--- src/design/cal_pkg.sv ---
package cal_pkg;
    // Command/address field widths of this model.
    localparam int CMD_W = 4;
    localparam int ADDR_W = 18;
    localparam int CAL_W = 3;
    // Mode-set command code and the bits of its address that carry the latency.
    localparam logic [3:0] CMD_MODE_SET = 4'h0;
    localparam logic [3:0] CMD_NOP = 4'hf;
    localparam int CAL_FIELD_LSB = 6;
    // Delay from a mode-set command to the next command, in clocks, latency off.
    localparam int MODE_SET_TO_COMMAND_DELAY = 24;
    localparam logic [CAL_W-1:0] CAL_RESET = 3'h0;
    typedef enum logic [1:0] {
        CAL_HOST_IDLE,
        CAL_HOST_SELECT,
        CAL_HOST_WAIT
    } cal_host_state_t;
endpackage

--- src/design/cal_link_if.sv ---
`timescale 1ns/1ps
interface cal_link_if;
    import cal_pkg::*;
    logic cs_n;
    logic [CMD_W-1:0] cmd;
    logic [ADDR_W-1:0] addr;
    logic on_die_termination_control;
    modport host (output cs_n, output cmd, output addr, output on_die_termination_control);
    modport device (input cs_n, input cmd, input addr, input on_die_termination_control);
endinterface

--- src/design/cal_device.sv ---
`timescale 1ns/1ps
// Function
// Latency counts select-low to command registration
// Only mode-set commands switch latency on/off
// Controller programs latency as rounded clock count
// Select low enables command/address receivers
// Receivers may turn off once select high
// Receivers stay on through back-to-back selects
// Command waits mode-set delay plus latency
// Mode-sets spaced by mode-set delay plus latency
// Extended delays use newly programmed latency
// Termination control timing ignores the latency
// Latency off registers command with select
module cal_device
    import cal_pkg::*;
(
    input wire logic core_clk,
    input wire logic rst,
    cal_link_if.device link,
    output logic cmd_valid,
    output logic [CMD_W-1:0] cmd_out,
    output logic [ADDR_W-1:0] addr_out,
    output logic odt_out,
    output logic receivers_on,
    output logic [CAL_W-1:0] cal_value
);
    // Every clock the select pin is shifted into a short line with one entry
    // per clock of the longest latency. The entry at the depth of the
    // programmed latency names the cycle whose command and address are
    // registered, and it is the only one looked at in that cycle.
    // Entries leave the line once their command is due, so a change of
    // latency never replays an old select, and back-to-back selects simply
    // stand at neighbouring depths.
    // A mode-set is taken only together with a due select, and the latency
    // that it carries counts from the next clock on.
    // The receiver enable is a registered status level. It rises a clock after
    // the select, which is in time for any latency above zero; with the mode
    // off it carries no timing meaning.

    // One entry per clock of the longest latency the mode field can hold.
    localparam int LINE_N = 1 << CAL_W;

    // Bit k of the line is a select that was seen low k clocks ago; bit 0 is
    // the select on the pins in this very cycle.
    logic [LINE_N-1:0] sel_line;
    logic [LINE_N-2:0] sel_hist;
    logic [LINE_N-2:0] next_sel_hist;
    logic sel_now;

    // Depth masks: due at the latency, waiting up to it, kept below it.
    logic [LINE_N-1:0] due_mask;
    logic [LINE_N-1:0] wait_mask;
    logic [LINE_N-2:0] keep_mask;
    logic [LINE_N-1:0] sel_waiting;

    // Latency mode state and the select whose command is due now.
    logic latency_on;
    logic sel_due;
    logic pending;

    // Mode-set decode and the latency that it carries.
    logic cmd_is_mode_set;
    logic mode_set;
    logic [CAL_W-1:0] new_cal;

    // Next values of the registered outputs.
    logic next_cmd_valid;
    logic [CMD_W-1:0] next_cmd_out;
    logic [ADDR_W-1:0] next_addr_out;
    logic next_odt_out;
    logic next_receivers_on;
    logic [CAL_W-1:0] next_cal_value;

    // The select pin is active low; everything inside works on a high level.
    assign sel_now = ~link.cs_n;
    assign sel_line = {sel_hist, sel_now};

    // A zero in the latency field is the mode switched off.
    assign latency_on = (cal_value != '0);

    genvar k;
    generate
        for (k = 0; k < LINE_N; k = k + 1) begin : g_bit
            // Each depth compares itself with the latency in force, so a new
            // latency takes effect on every entry at the same clock.
            assign due_mask[k] = (CAL_W'(k) == cal_value);
            assign wait_mask[k] = (CAL_W'(k) <= cal_value);
            assign sel_waiting[k] = sel_line[k] && wait_mask[k];
            if (k < LINE_N - 1) begin : g_keep
                // A select leaves the line once its command is due. Were it kept,
                // a mode-set that raises the latency would meet its own select
                // again a few clocks later and register a phantom command.
                assign keep_mask[k] = (CAL_W'(k) < cal_value);
                assign next_sel_hist[k] = sel_line[k] && keep_mask[k];
            end
        end
    endgenerate

    // With the mode off the command travels with its own select. With the
    // mode on it arrives the programmed number of clocks after its select.
    assign sel_due = latency_on ? |(sel_line & due_mask) : sel_now;

    // The receivers stay on while any select still waits for its command.
    // Back-to-back selects overlap in the line, so the receivers never drop
    // between them; they go off the clock after the last command is taken.
    assign pending = |sel_waiting;
    assign next_receivers_on = pending;

    // Only a due select qualifies a mode-set; a mode-set code on the bus in
    // any other cycle is not a command and must not move the latency.
    assign cmd_is_mode_set = (link.cmd == CMD_MODE_SET);
    assign mode_set = sel_due && cmd_is_mode_set;
    assign new_cal = link.addr[CAL_FIELD_LSB +: CAL_W];

    // The new latency governs from the clock after the mode-set is taken, so
    // the mode-set itself is always timed by the latency that was in force.
    assign next_cal_value = mode_set ? new_cal : cal_value;

    // The registered command holds its value until the next one is taken.
    assign next_cmd_valid = sel_due;
    assign next_cmd_out = sel_due ? link.cmd : cmd_out;
    assign next_addr_out = sel_due ? link.addr : addr_out;

    // Termination control goes through one stage whatever the latency, so its
    // relation to the bus is the same with the mode on or off.
    assign next_odt_out = link.on_die_termination_control;

    // Selects in flight. Reset empties the line, so no select seen before reset
    // can fall due after it, though with the mode off a select on the pins in the
    // first clock is taken at once; a select that is low while reset is held is never answered.
    // The line and cal_value are the only state that the latency itself depends on.
    always_ff @(posedge core_clk) begin
        if (rst) begin
            sel_hist <= '0;
        end else begin
            sel_hist <= next_sel_hist;
        end
    end

    // Receiver enable. It is reported only and gates nothing here, so it
    // costs no input timing. A real buffer gated by it would have to be
    // opened a clock sooner when the mode is off.
    // It reads low after reset, matching the empty line.
    always_ff @(posedge core_clk) begin
        if (rst) begin
            receivers_on <= 1'b0;
        end else begin
            receivers_on <= next_receivers_on;
        end
    end

    // One-clock strobe for each command taken. Consecutive due selects give
    // consecutive strobes, one per command, with no gap forced between them.
    // A reader that needs a gap must get it from the controller.
    always_ff @(posedge core_clk) begin
        if (rst) begin
            cmd_valid <= 1'b0;
        end else begin
            cmd_valid <= next_cmd_valid;
        end
    end

    // The command holds until the next one is taken, so a slow reader can
    // still pick it up after the strobe has gone.
    // Reset shows the no-operation code rather than a live command.
    // Nothing here checks that the code is one the device knows.
    always_ff @(posedge core_clk) begin
        if (rst) begin
            cmd_out <= CMD_NOP;
        end else begin
            cmd_out <= next_cmd_out;
        end
    end

    // The address is captured in the same cycle as the command, so the two
    // always belong to the same select even with selects back to back.
    // Reset clears it to zero.
    always_ff @(posedge core_clk) begin
        if (rst) begin
            addr_out <= '0;
        end else begin
            addr_out <= next_addr_out;
        end
    end

    // Termination level, one clock behind the pin in both modes. It is not
    // held back by the latency on purpose: delaying it would shift it
    // against the command bus as soon as the mode is switched on.
    always_ff @(posedge core_clk) begin
        if (rst) begin
            odt_out <= 1'b0;
        end else begin
            odt_out <= next_odt_out;
        end
    end

    // Latency in force. Reset leaves the mode off, so the first mode-set
    // is always taken together with its own select.
    // Only a mode-set changes it; ordinary commands that happen to carry
    // ones in the latency field leave it alone.
    always_ff @(posedge core_clk) begin
        if (rst) begin
            cal_value <= CAL_RESET;
        end else begin
            cal_value <= next_cal_value;
        end
    end
endmodule

--- src/flat_wrapper.sv ---
// flat-port wrapper written by rule: the top's interface ports become plain ports
module cal_device_flat import cal_pkg::*;
  (core_clk, rst, cmd_valid, cmd_out, addr_out, odt_out, receivers_on, cal_value, link_cs_n, link_cmd, link_addr, link_on_die_termination_control);
  cal_link_if link_i ();
  input wire logic core_clk;
  input wire logic rst;
  output logic cmd_valid;
  output logic [CMD_W-1:0] cmd_out;
  output logic [ADDR_W-1:0] addr_out;
  output logic odt_out;
  output logic receivers_on;
  output logic [CAL_W-1:0] cal_value;
  input wire logic [$bits(link_i.cs_n)-1:0] link_cs_n;
  input wire logic [$bits(link_i.cmd)-1:0] link_cmd;
  input wire logic [$bits(link_i.addr)-1:0] link_addr;
  input wire logic [$bits(link_i.on_die_termination_control)-1:0] link_on_die_termination_control;
  assign link_i.cs_n = link_cs_n;
  assign link_i.cmd = link_cmd;
  assign link_i.addr = link_addr;
  assign link_i.on_die_termination_control = link_on_die_termination_control;
  cal_device u_core (.core_clk(core_clk), .rst(rst), .link(link_i), .cmd_valid(cmd_valid), .cmd_out(cmd_out), .addr_out(addr_out), .odt_out(odt_out), .receivers_on(receivers_on), .cal_value(cal_value));
endmodule
--- config.mk ---
export PLATFORM = sky130hd
export DESIGN_NAME = cal_device_flat
export DESIGN_NICKNAME = d
export VERILOG_FILES = /design/src/design/cal_pkg.sv /design/src/design/cal_link_if.sv /design/src/design/cal_device.sv /design/src/flat_wrapper.sv
export SDC_FILE = /design/constraint.sdc
export NUM_CORES = 1
export LEC_CHECK = 0
export BUFFER_PORTS_ARGS = -buffer_cell sky130_fd_sc_hd__buf_2
export CAP_MARGIN = 20
export CORE_ASPECT_RATIO = 1.5
export CORE_UTILIZATION = 35
export CTS_BUF_LIST = sky130_fd_sc_hd__clkbuf_4 sky130_fd_sc_hd__clkbuf_8 sky130_fd_sc_hd__clkbuf_16
export CTS_CLUSTER_DIAMETER = 120
export CTS_CLUSTER_SIZE = 30
export DETAILED_ROUTE_END_ITERATION = 8
export GPL_ROUTABILITY_DRIVEN = 0
export PLACE_DENSITY = 0.65
export SETUP_SLACK_MARGIN = 0.2
export SYNTH_ARGS = -nofsm -noshare
export SYNTH_HDL_FRONTEND = slang
export SYNTH_SLANG_ARGS = --single-unit
export TNS_END_PERCENT = 1
--- constraint.sdc ---
create_clock -name core_clk -period 2.5 [get_ports core_clk]
set_clock_uncertainty 0.2 [all_clocks]
set_input_delay 0.5 -clock core_clk [delete_from_list [all_inputs] [get_ports core_clk]]
set_output_delay 0.5 -clock core_clk [all_outputs]
set_load 0.01 [all_outputs]
==> flow_summary_export.csv, run 1 <==
group,metric,value,unit
yosys,synth_edf_count,0,
sta,period_minus_slack,2.13,ns
global_route,antenna_found_initial,0,
worst_setup_path,critPathSlowestCell,"dfxtp_2",
sta,hold_viol_final,0,
layout,antenna_cells,0,
floorplanning,die_width,52.7,um
yosys,synth_top_area_share,51.9,%
global_route,overflow,0,
floorplanning,io_pins,54,
layout,final_cells,235,
detailed_routing,vias_per_cell,4.92,
layout,register_area,703,um^2
yosys,synth.distinct_cells,30,
clock_tree,cts.sinks,35,
clock_tree,numCtsBuffers,5,
global_route,grt_pass1_vias,1034,
detailed_routing,drt_iter0_markers,17,
clock_tree,postCtsSetupBuffers,0,
detailed_routing,ant_nets,0,
sta,fmax,470,MHz
sta,relSlewSlack,74.0,%
floorplanning,core,3680,um^2
layout,utilization,46.7,%
yosys,syn-instance-count,138,
clock_tree,htreeDepth,2,
placed_design,place_ws,0.226,ns
global_route,grt_pass1_wl,4.39,mm
worst_setup_path,cp.arrival,2.09,ns
yosys,syn_area,1350,um^2
yosys,yosys_warnings,0,
yosys,syn_avg_cell_area,9.79,um^2
hold_path,hold_class,"in -> reg",
detailed_routing,drt-total-wl,2.76,mm
worst_setup_path,path_max_fanout,12,
placed_design,io_buffers,53,
worst_setup_path,critPathMaxStageDelay,0.45,ns
worst_setup_path,critPathLaunch,"u_core.cal_value[2]$_SDFFE_PP0P_",
worst_setup_path,startpoint_type,"register",
floorplanning,die_height,78.1,um
worst_setup_path,reg2reg_from,"u_core.cal_value[2]$_SDFFE_PP0P_",
sta,maxSlewViolCount,0,
sta,setup_viol,0,
sta,final.setup.tns,0,ns
floorplanning,fp.dieArea,4120,um^2
worst_setup_path,path_cells,"mux2_2 > nand3_1 > a32o_1 > buf_4 > mux2i_1 > nor2_1",
worst_setup_path,required,2.47,ns
pwr,power_density,670,nW/um^2
detailed_routing,dr_total_vias,1156,
clock_tree,insertion_delay,0.28,ns
yosys,ys_ff_latch,35,
layout,layout-drive-gt1-share,36.5,%
floorplanning,rows,27,
placed_design,dp_cells,227,
layout,n_fill_cell,359,
worst_setup_path,worstSetupPathType,"reg -> reg",
detailed_routing,drc_errors,0,
clock_tree,cts-root-buf,"clkbuf_8",
yosys,ys_async_sr_fraction,0,%
floorplanning,start_util,36.7,%
placed_design,hpwlAfterDp,2.03,mm
detailed_routing,detail_route.wl_per_cell,11.7,um
yosys,yosys.area.top_type,"dfxtp_1",
hold_path,hp-start,"link_cs_n",
yosys,synthFlopType,"dfxtp_1",
global_route,grt_usage,14.6,%
sta,worst_pin_slew,0.390,ns
yosys,yosysMostFrequentCell,"dfxtp_1",
global_route,grt_start_max_net_pins,23,
yosys,synthTopCellsByArea,"dfxtp_1, mux2i_1, nor2_1, a21oi_1, buf_6",
yosys,ys_seq_area_share,51.9,%
worst_setup_path,end_kind,"register",
layout,area_delta_synth_final,27.2,%
clock_tree,path_clk_slew,0.07,ns
flow_run,drv_cap,0,
layout,final_nets,217,
pwr,vdd_drop_max,454,uV
sta,fin_crit_sh,85.2,%
yosys,netlist_top_cells_count,"dfxtp_1, nor2_1, mux2i_1, a21oi_1, nor3_1",
outcome,outcome,"finished clean",
yosys,syn_nets,164,
detailed_routing,firstDrtPassIters,5,
layout,multiInputGateArea,563,um^2
sta,timing.final.ws_setup,0.371,ns
worst_setup_path,crit_family,"multiplexers",
clock_tree,clk_path_buf_depth,2,
worst_setup_path,worst-path-buf-inv,1,
pwr,p_leak,0.848,nW
sta,rsz0062_at_grt,"no",
clock_tree,cts_tree,"yes",
[stage by stage]
stage / hold WS [ns] / power (mW) / instance area, um^2
2_1_floorplan: 0.250 / 0.702 / 1350
3_3_place_gp: 0.269 / 0.756 / 1630
3_5_place_dp: 0.283 / 0.758 / 1630
4_1_cts: 0.215 / 1.17 / 1720
5_1_grt: 0.218 / 1.21 / 1720
6_report: 0.223 / 1.15 / 1720
[report_power, final]
| group | total, mW | switching (mW) | internal, mW |
|---|---|---|---|
| clock network | 0.409 | 0.192 | 0.217 |
| registers | 0.601 | 0.0145 | 0.587 |
| logic | 0.142 | 0.0739 | 0.0684 |
| total | 1.15 | 0.280 | 0.872 |
[area by class of cell]
type,instances,share of cell area (%)
sequential,35,40.9
timing repair buffer,57,17.2
tap,43,3.13
inverter,4,0.873
multi-input combinational,88,32.8
clock inverter,1,0.291
clock buffer,7,4.88
[layer usage]
layer	track usage [%]	part of all wire [%]
met1	17.1	42
met2	22.9	49
met3	5.23	6.6
met4	7.11	2.4
met5	0	0
[placed cells by master, fill, tap and decap left out, types with 2 or more instances in the layout]
master     n
clkbuf_8   5
nor2b_1    2
a21oi_1   10
nand2b_1   2
buf_4      4
inv_1      4
dfxtp_2    2
mux2i_1   19
o21ai_0    4
dfxtp_1   33
nor3_1     7
clkbuf_4   2
nor2_1    25
buf_2     53
nor3b_1    2
or3_1      2
[state kept, by name, summed over array words and instances, names as in the netlist]
| name | cells |
|---|---|
| u_core.addr_out | 18 |
| u_core.cal_value | 3 |
| u_core.cmd_out | 4 |
| u_core.cmd_valid | 1 |
| u_core.odt_out | 1 |
| u_core.receivers_on | 1 |
| u_core.sel_hist | 7 |
[worst paths after layout]
kind         slack (ns)  depth (start not counted)                          endpoint
max                0.37                          6  u_core.addr_out[14]$_SDFFE_PP0P_
min reg2reg        0.29                          1     u_core.sel_hist[1]$_SDFF_PP0_
max reg2reg        0.37                          6  u_core.addr_out[14]$_SDFFE_PP0P_
min                0.22                          2     u_core.sel_hist[0]$_SDFF_PP0_
[kinds of logic (layout without fill, tap and decap cells)]
logic type             Yosys count  in the layout  share of synthesized area (%)
AOI/OAI and AO/OA               21             21                           10.0
buffers and inverters           15             69                           6.48
and+or+nand+nor                 47             47                           16.8
muxes                           20             20                           14.9
DFF                             35             35                           51.9
[worst register-to-register path, stage by stage, from the launching register on]
cell and delay, ns:
dfxtp_2 0.45, mux2_2 0.36, nand3_1 0.10, a32o_1 0.37
buf_4 0.27, mux2i_1 0.21, nor2_1 0.05
[timing repair]
| item | 4_1_cts | 5_1_grt |
|---|---|---|
| hold buffers | 0 | 0 |
| endpoints found under the setup margin | 0 | 20 |
| resized for setup | 0 | 2 |
Power figures use the tool's default switching activity.
==> run 2: changes to the inputs <==
--- a/config.mk
+++ b/config.mk
@@ -15,6 +15,7 @@
 export DETAILED_ROUTE_END_ITERATION = 8
 export GPL_ROUTABILITY_DRIVEN = 0
 export PLACE_DENSITY = 0.65
+export REMOVE_ABC_BUFFERS = 1
 export SETUP_SLACK_MARGIN = 0.2
 export SYNTH_ARGS = -nofsm -noshare
 export SYNTH_HDL_FRONTEND = slang
==> flow_summary_export.csv, run 2 (synthesis gave the netlist of run 1 again) <==
group,metric,value,unit
clock_tree,clk_path_buf_depth,2,
layout,max_flop_register,"u_core.addr_out",
detailed_routing,dr_total_vias,1141,
clock_tree,htreeDepth,2,
pwr,p_leak,0.864,nW
worst_setup_path,cp.arrival,2.15,ns
sta,fmax,468,MHz
detailed_routing,drt-total-wl,2.70,mm
detailed_routing,vias_per_cell,4.83,
sta,rsz0062_at_grt,"yes",
worst_setup_path,crit_family,"compound AO/OA/AOI/OAI gates",
detailed_routing,drt_iter0_markers,16,
sta,setup_viol,0,
clock_tree,numCtsBuffers,5,
detailed_routing,firstDrtPassIters,4,
placed_design,hpwlAfterDp,1.94,mm
worst_setup_path,path_cells,"a21oi_2 > a211o_1 > a32o_1 > buf_4 > or3_1 > a21oi_1",
sta,period_minus_slack,2.14,ns
worst_setup_path,path_max_fanout,14,
global_route,grt_pass1_vias,1032,
clock_tree,cts_tree,"yes",
placed_design,placed_area,1640,um^2
sta,relSlewSlack,70.1,%
worst_setup_path,critPathMaxStageDelay,0.59,ns
layout,layout-drive-gt1-share,36.3,%
global_route,grt_usage,14.9,%
worst_setup_path,worstSetupPathType,"reg -> reg",
clock_tree,cts_hold_buffers,0,
clock_tree,cts-root-buf,"clkbuf_8",
placed_design,io_buffers,53,
detailed_routing,ant_nets,0,
layout,final_cell_area,1750,um^2
sta,hold_viol_final,0,
clock_tree,insertion_delay,0.29,ns
clock_tree,cts.sinks,35,
hold_path,hold_class,"in -> reg",
floorplanning,io_pins,54,
sta,timing.final.ws_setup,0.363,ns
sta,fin_crit_sh,85.5,%
worst_setup_path,worst-path-buf-inv,1,
layout,reg_top3,"u_core.addr_out x18, u_core.sel_hist x7, u_core.cmd_out x4",
global_route,overflow,0,
sta,worst_pin_slew,0.449,ns
worst_setup_path,startpoint_type,"register",
floorplanning,die_width,52.7,um
floorplanning,start_util,36.7,%
detailed_routing,drc_errors,0,
layout,final_cell_mix,"buf_2, dfxtp_1, nor2_1, mux2i_1, a21oi_1",
detailed_routing,detail_route.wl_per_cell,11.4,um
global_route,antenna_found_initial,0,
worst_setup_path,required,2.52,ns
layout,antenna_cells,0,
floorplanning,core,3680,um^2
layout,area_delta_synth_final,29.8,%
layout,final_nets,218,
floorplanning,die_height,78.1,um
outcome,outcome,"finished clean",
flow_run,drv_cap,0,
sta,final.setup.tns,0,ns
pwr,vdd_drop_max,392,uV
floorplanning,rows,27,
layout,largest_reg_flops,18,
global_route,grt_pass1_wl,4.46,mm
sta,maxSlewViolCount,0,
clock_tree,path_clk_slew,0.07,ns
global_route,grt_start_max_net_pins,25,
pwr,power_density,722,nW/um^2
worst_setup_path,end_kind,"register",
layout,layout_commonest_cell,"buf_2",
floorplanning,fp.dieArea,4120,um^2
placed_design,place_ws,0.333,ns
layout,n_fill_cell,362,
worst_setup_path,critPathSlowestCell,"dfxtp_1",
==> run 2: cell types whose count changed in the layout (fill, tap and decap cells not counted) <==
| cell | change |
|---|---|
| buf_4 | +1 |
| bufinv_16 | +1 |
| clkbuf_4 | -2 |
| clkbuf_8 | +1 |
| dfxtp_1 | +1 |
| dfxtp_2 | -1 |
==> run 2: report_power, final <==
group          internal, mW  leakage [nW]  switching (mW)
sequential            0.586         0.288          0.0140
combinational        0.0700         0.515          0.0745
clock                 0.322        0.0612           0.199
==> run 2: path summary, 6_finish.rpt <==
check / from / end / slack, ns / cells past startpoint
max: u_core.cal_value[1]$_SDFFE_PP0P_ / u_core.cal_value[1]$_SDFFE_PP0P_ / 0.36 / 6
max reg2reg: u_core.cal_value[1]$_SDFFE_PP0P_ / u_core.cal_value[1]$_SDFFE_PP0P_ / 0.36 / 6
min: link_cs_n / u_core.sel_hist[0]$_SDFF_PP0_ / 0.21 / 2
min reg2reg: u_core.sel_hist[0]$_SDFF_PP0_ / u_core.sel_hist[1]$_SDFF_PP0_ / 0.29 / 1
==> run 2: cell type report <==
cell class / count / area (um^2) / area share, %
clock buffers: 6 / 82.6 / 4.71
clock inverters: 2 / 35.0 / 2.00
well taps: 43 / 53.8 / 3.07
multi-input cells: 88 / 563 / 32.1
flip-flops and latches: 35 / 702 / 40.0
inverters: 4 / 15.0 / 0.856
repair buffers: 58 / 303 / 17.3
==> run 2: routing by layer <==
metal  vias to the layer above  GRT usage [%]  wire [um]
met1                       508           18.1       1180
met2                        45           21.9       1250
li1                        581              -          -
met3                         7           4.26        184
met4                         0           10.3         74
met5                         -              0          0
==> run 2: metrics by stage <==
| step | instances | total power, mW | util [%] | hold slack, ns |
|---|---|---|---|---|
| after floorplan | 127 | 0.685 | - | 0.250 |
| after global placement | 228 | 0.758 | 44.4 | 0.270 |
| after detailed placement | 228 | 0.759 | 44.4 | 0.279 |
| after CTS | 236 | 1.28 | 47.6 | 0.199 |
| after global routing | 236 | 1.33 | 47.6 | 0.187 |
| final | 236 | 1.27 | 47.6 | 0.210 |
==> run 2: timing repair <==
| item | in CTS | in global routing |
|---|---|---|
| gates resized for setup | 0 | 1 |
| setup endpoints to repair | 0 | 3 |
| buffers inserted | 0 | 0 |
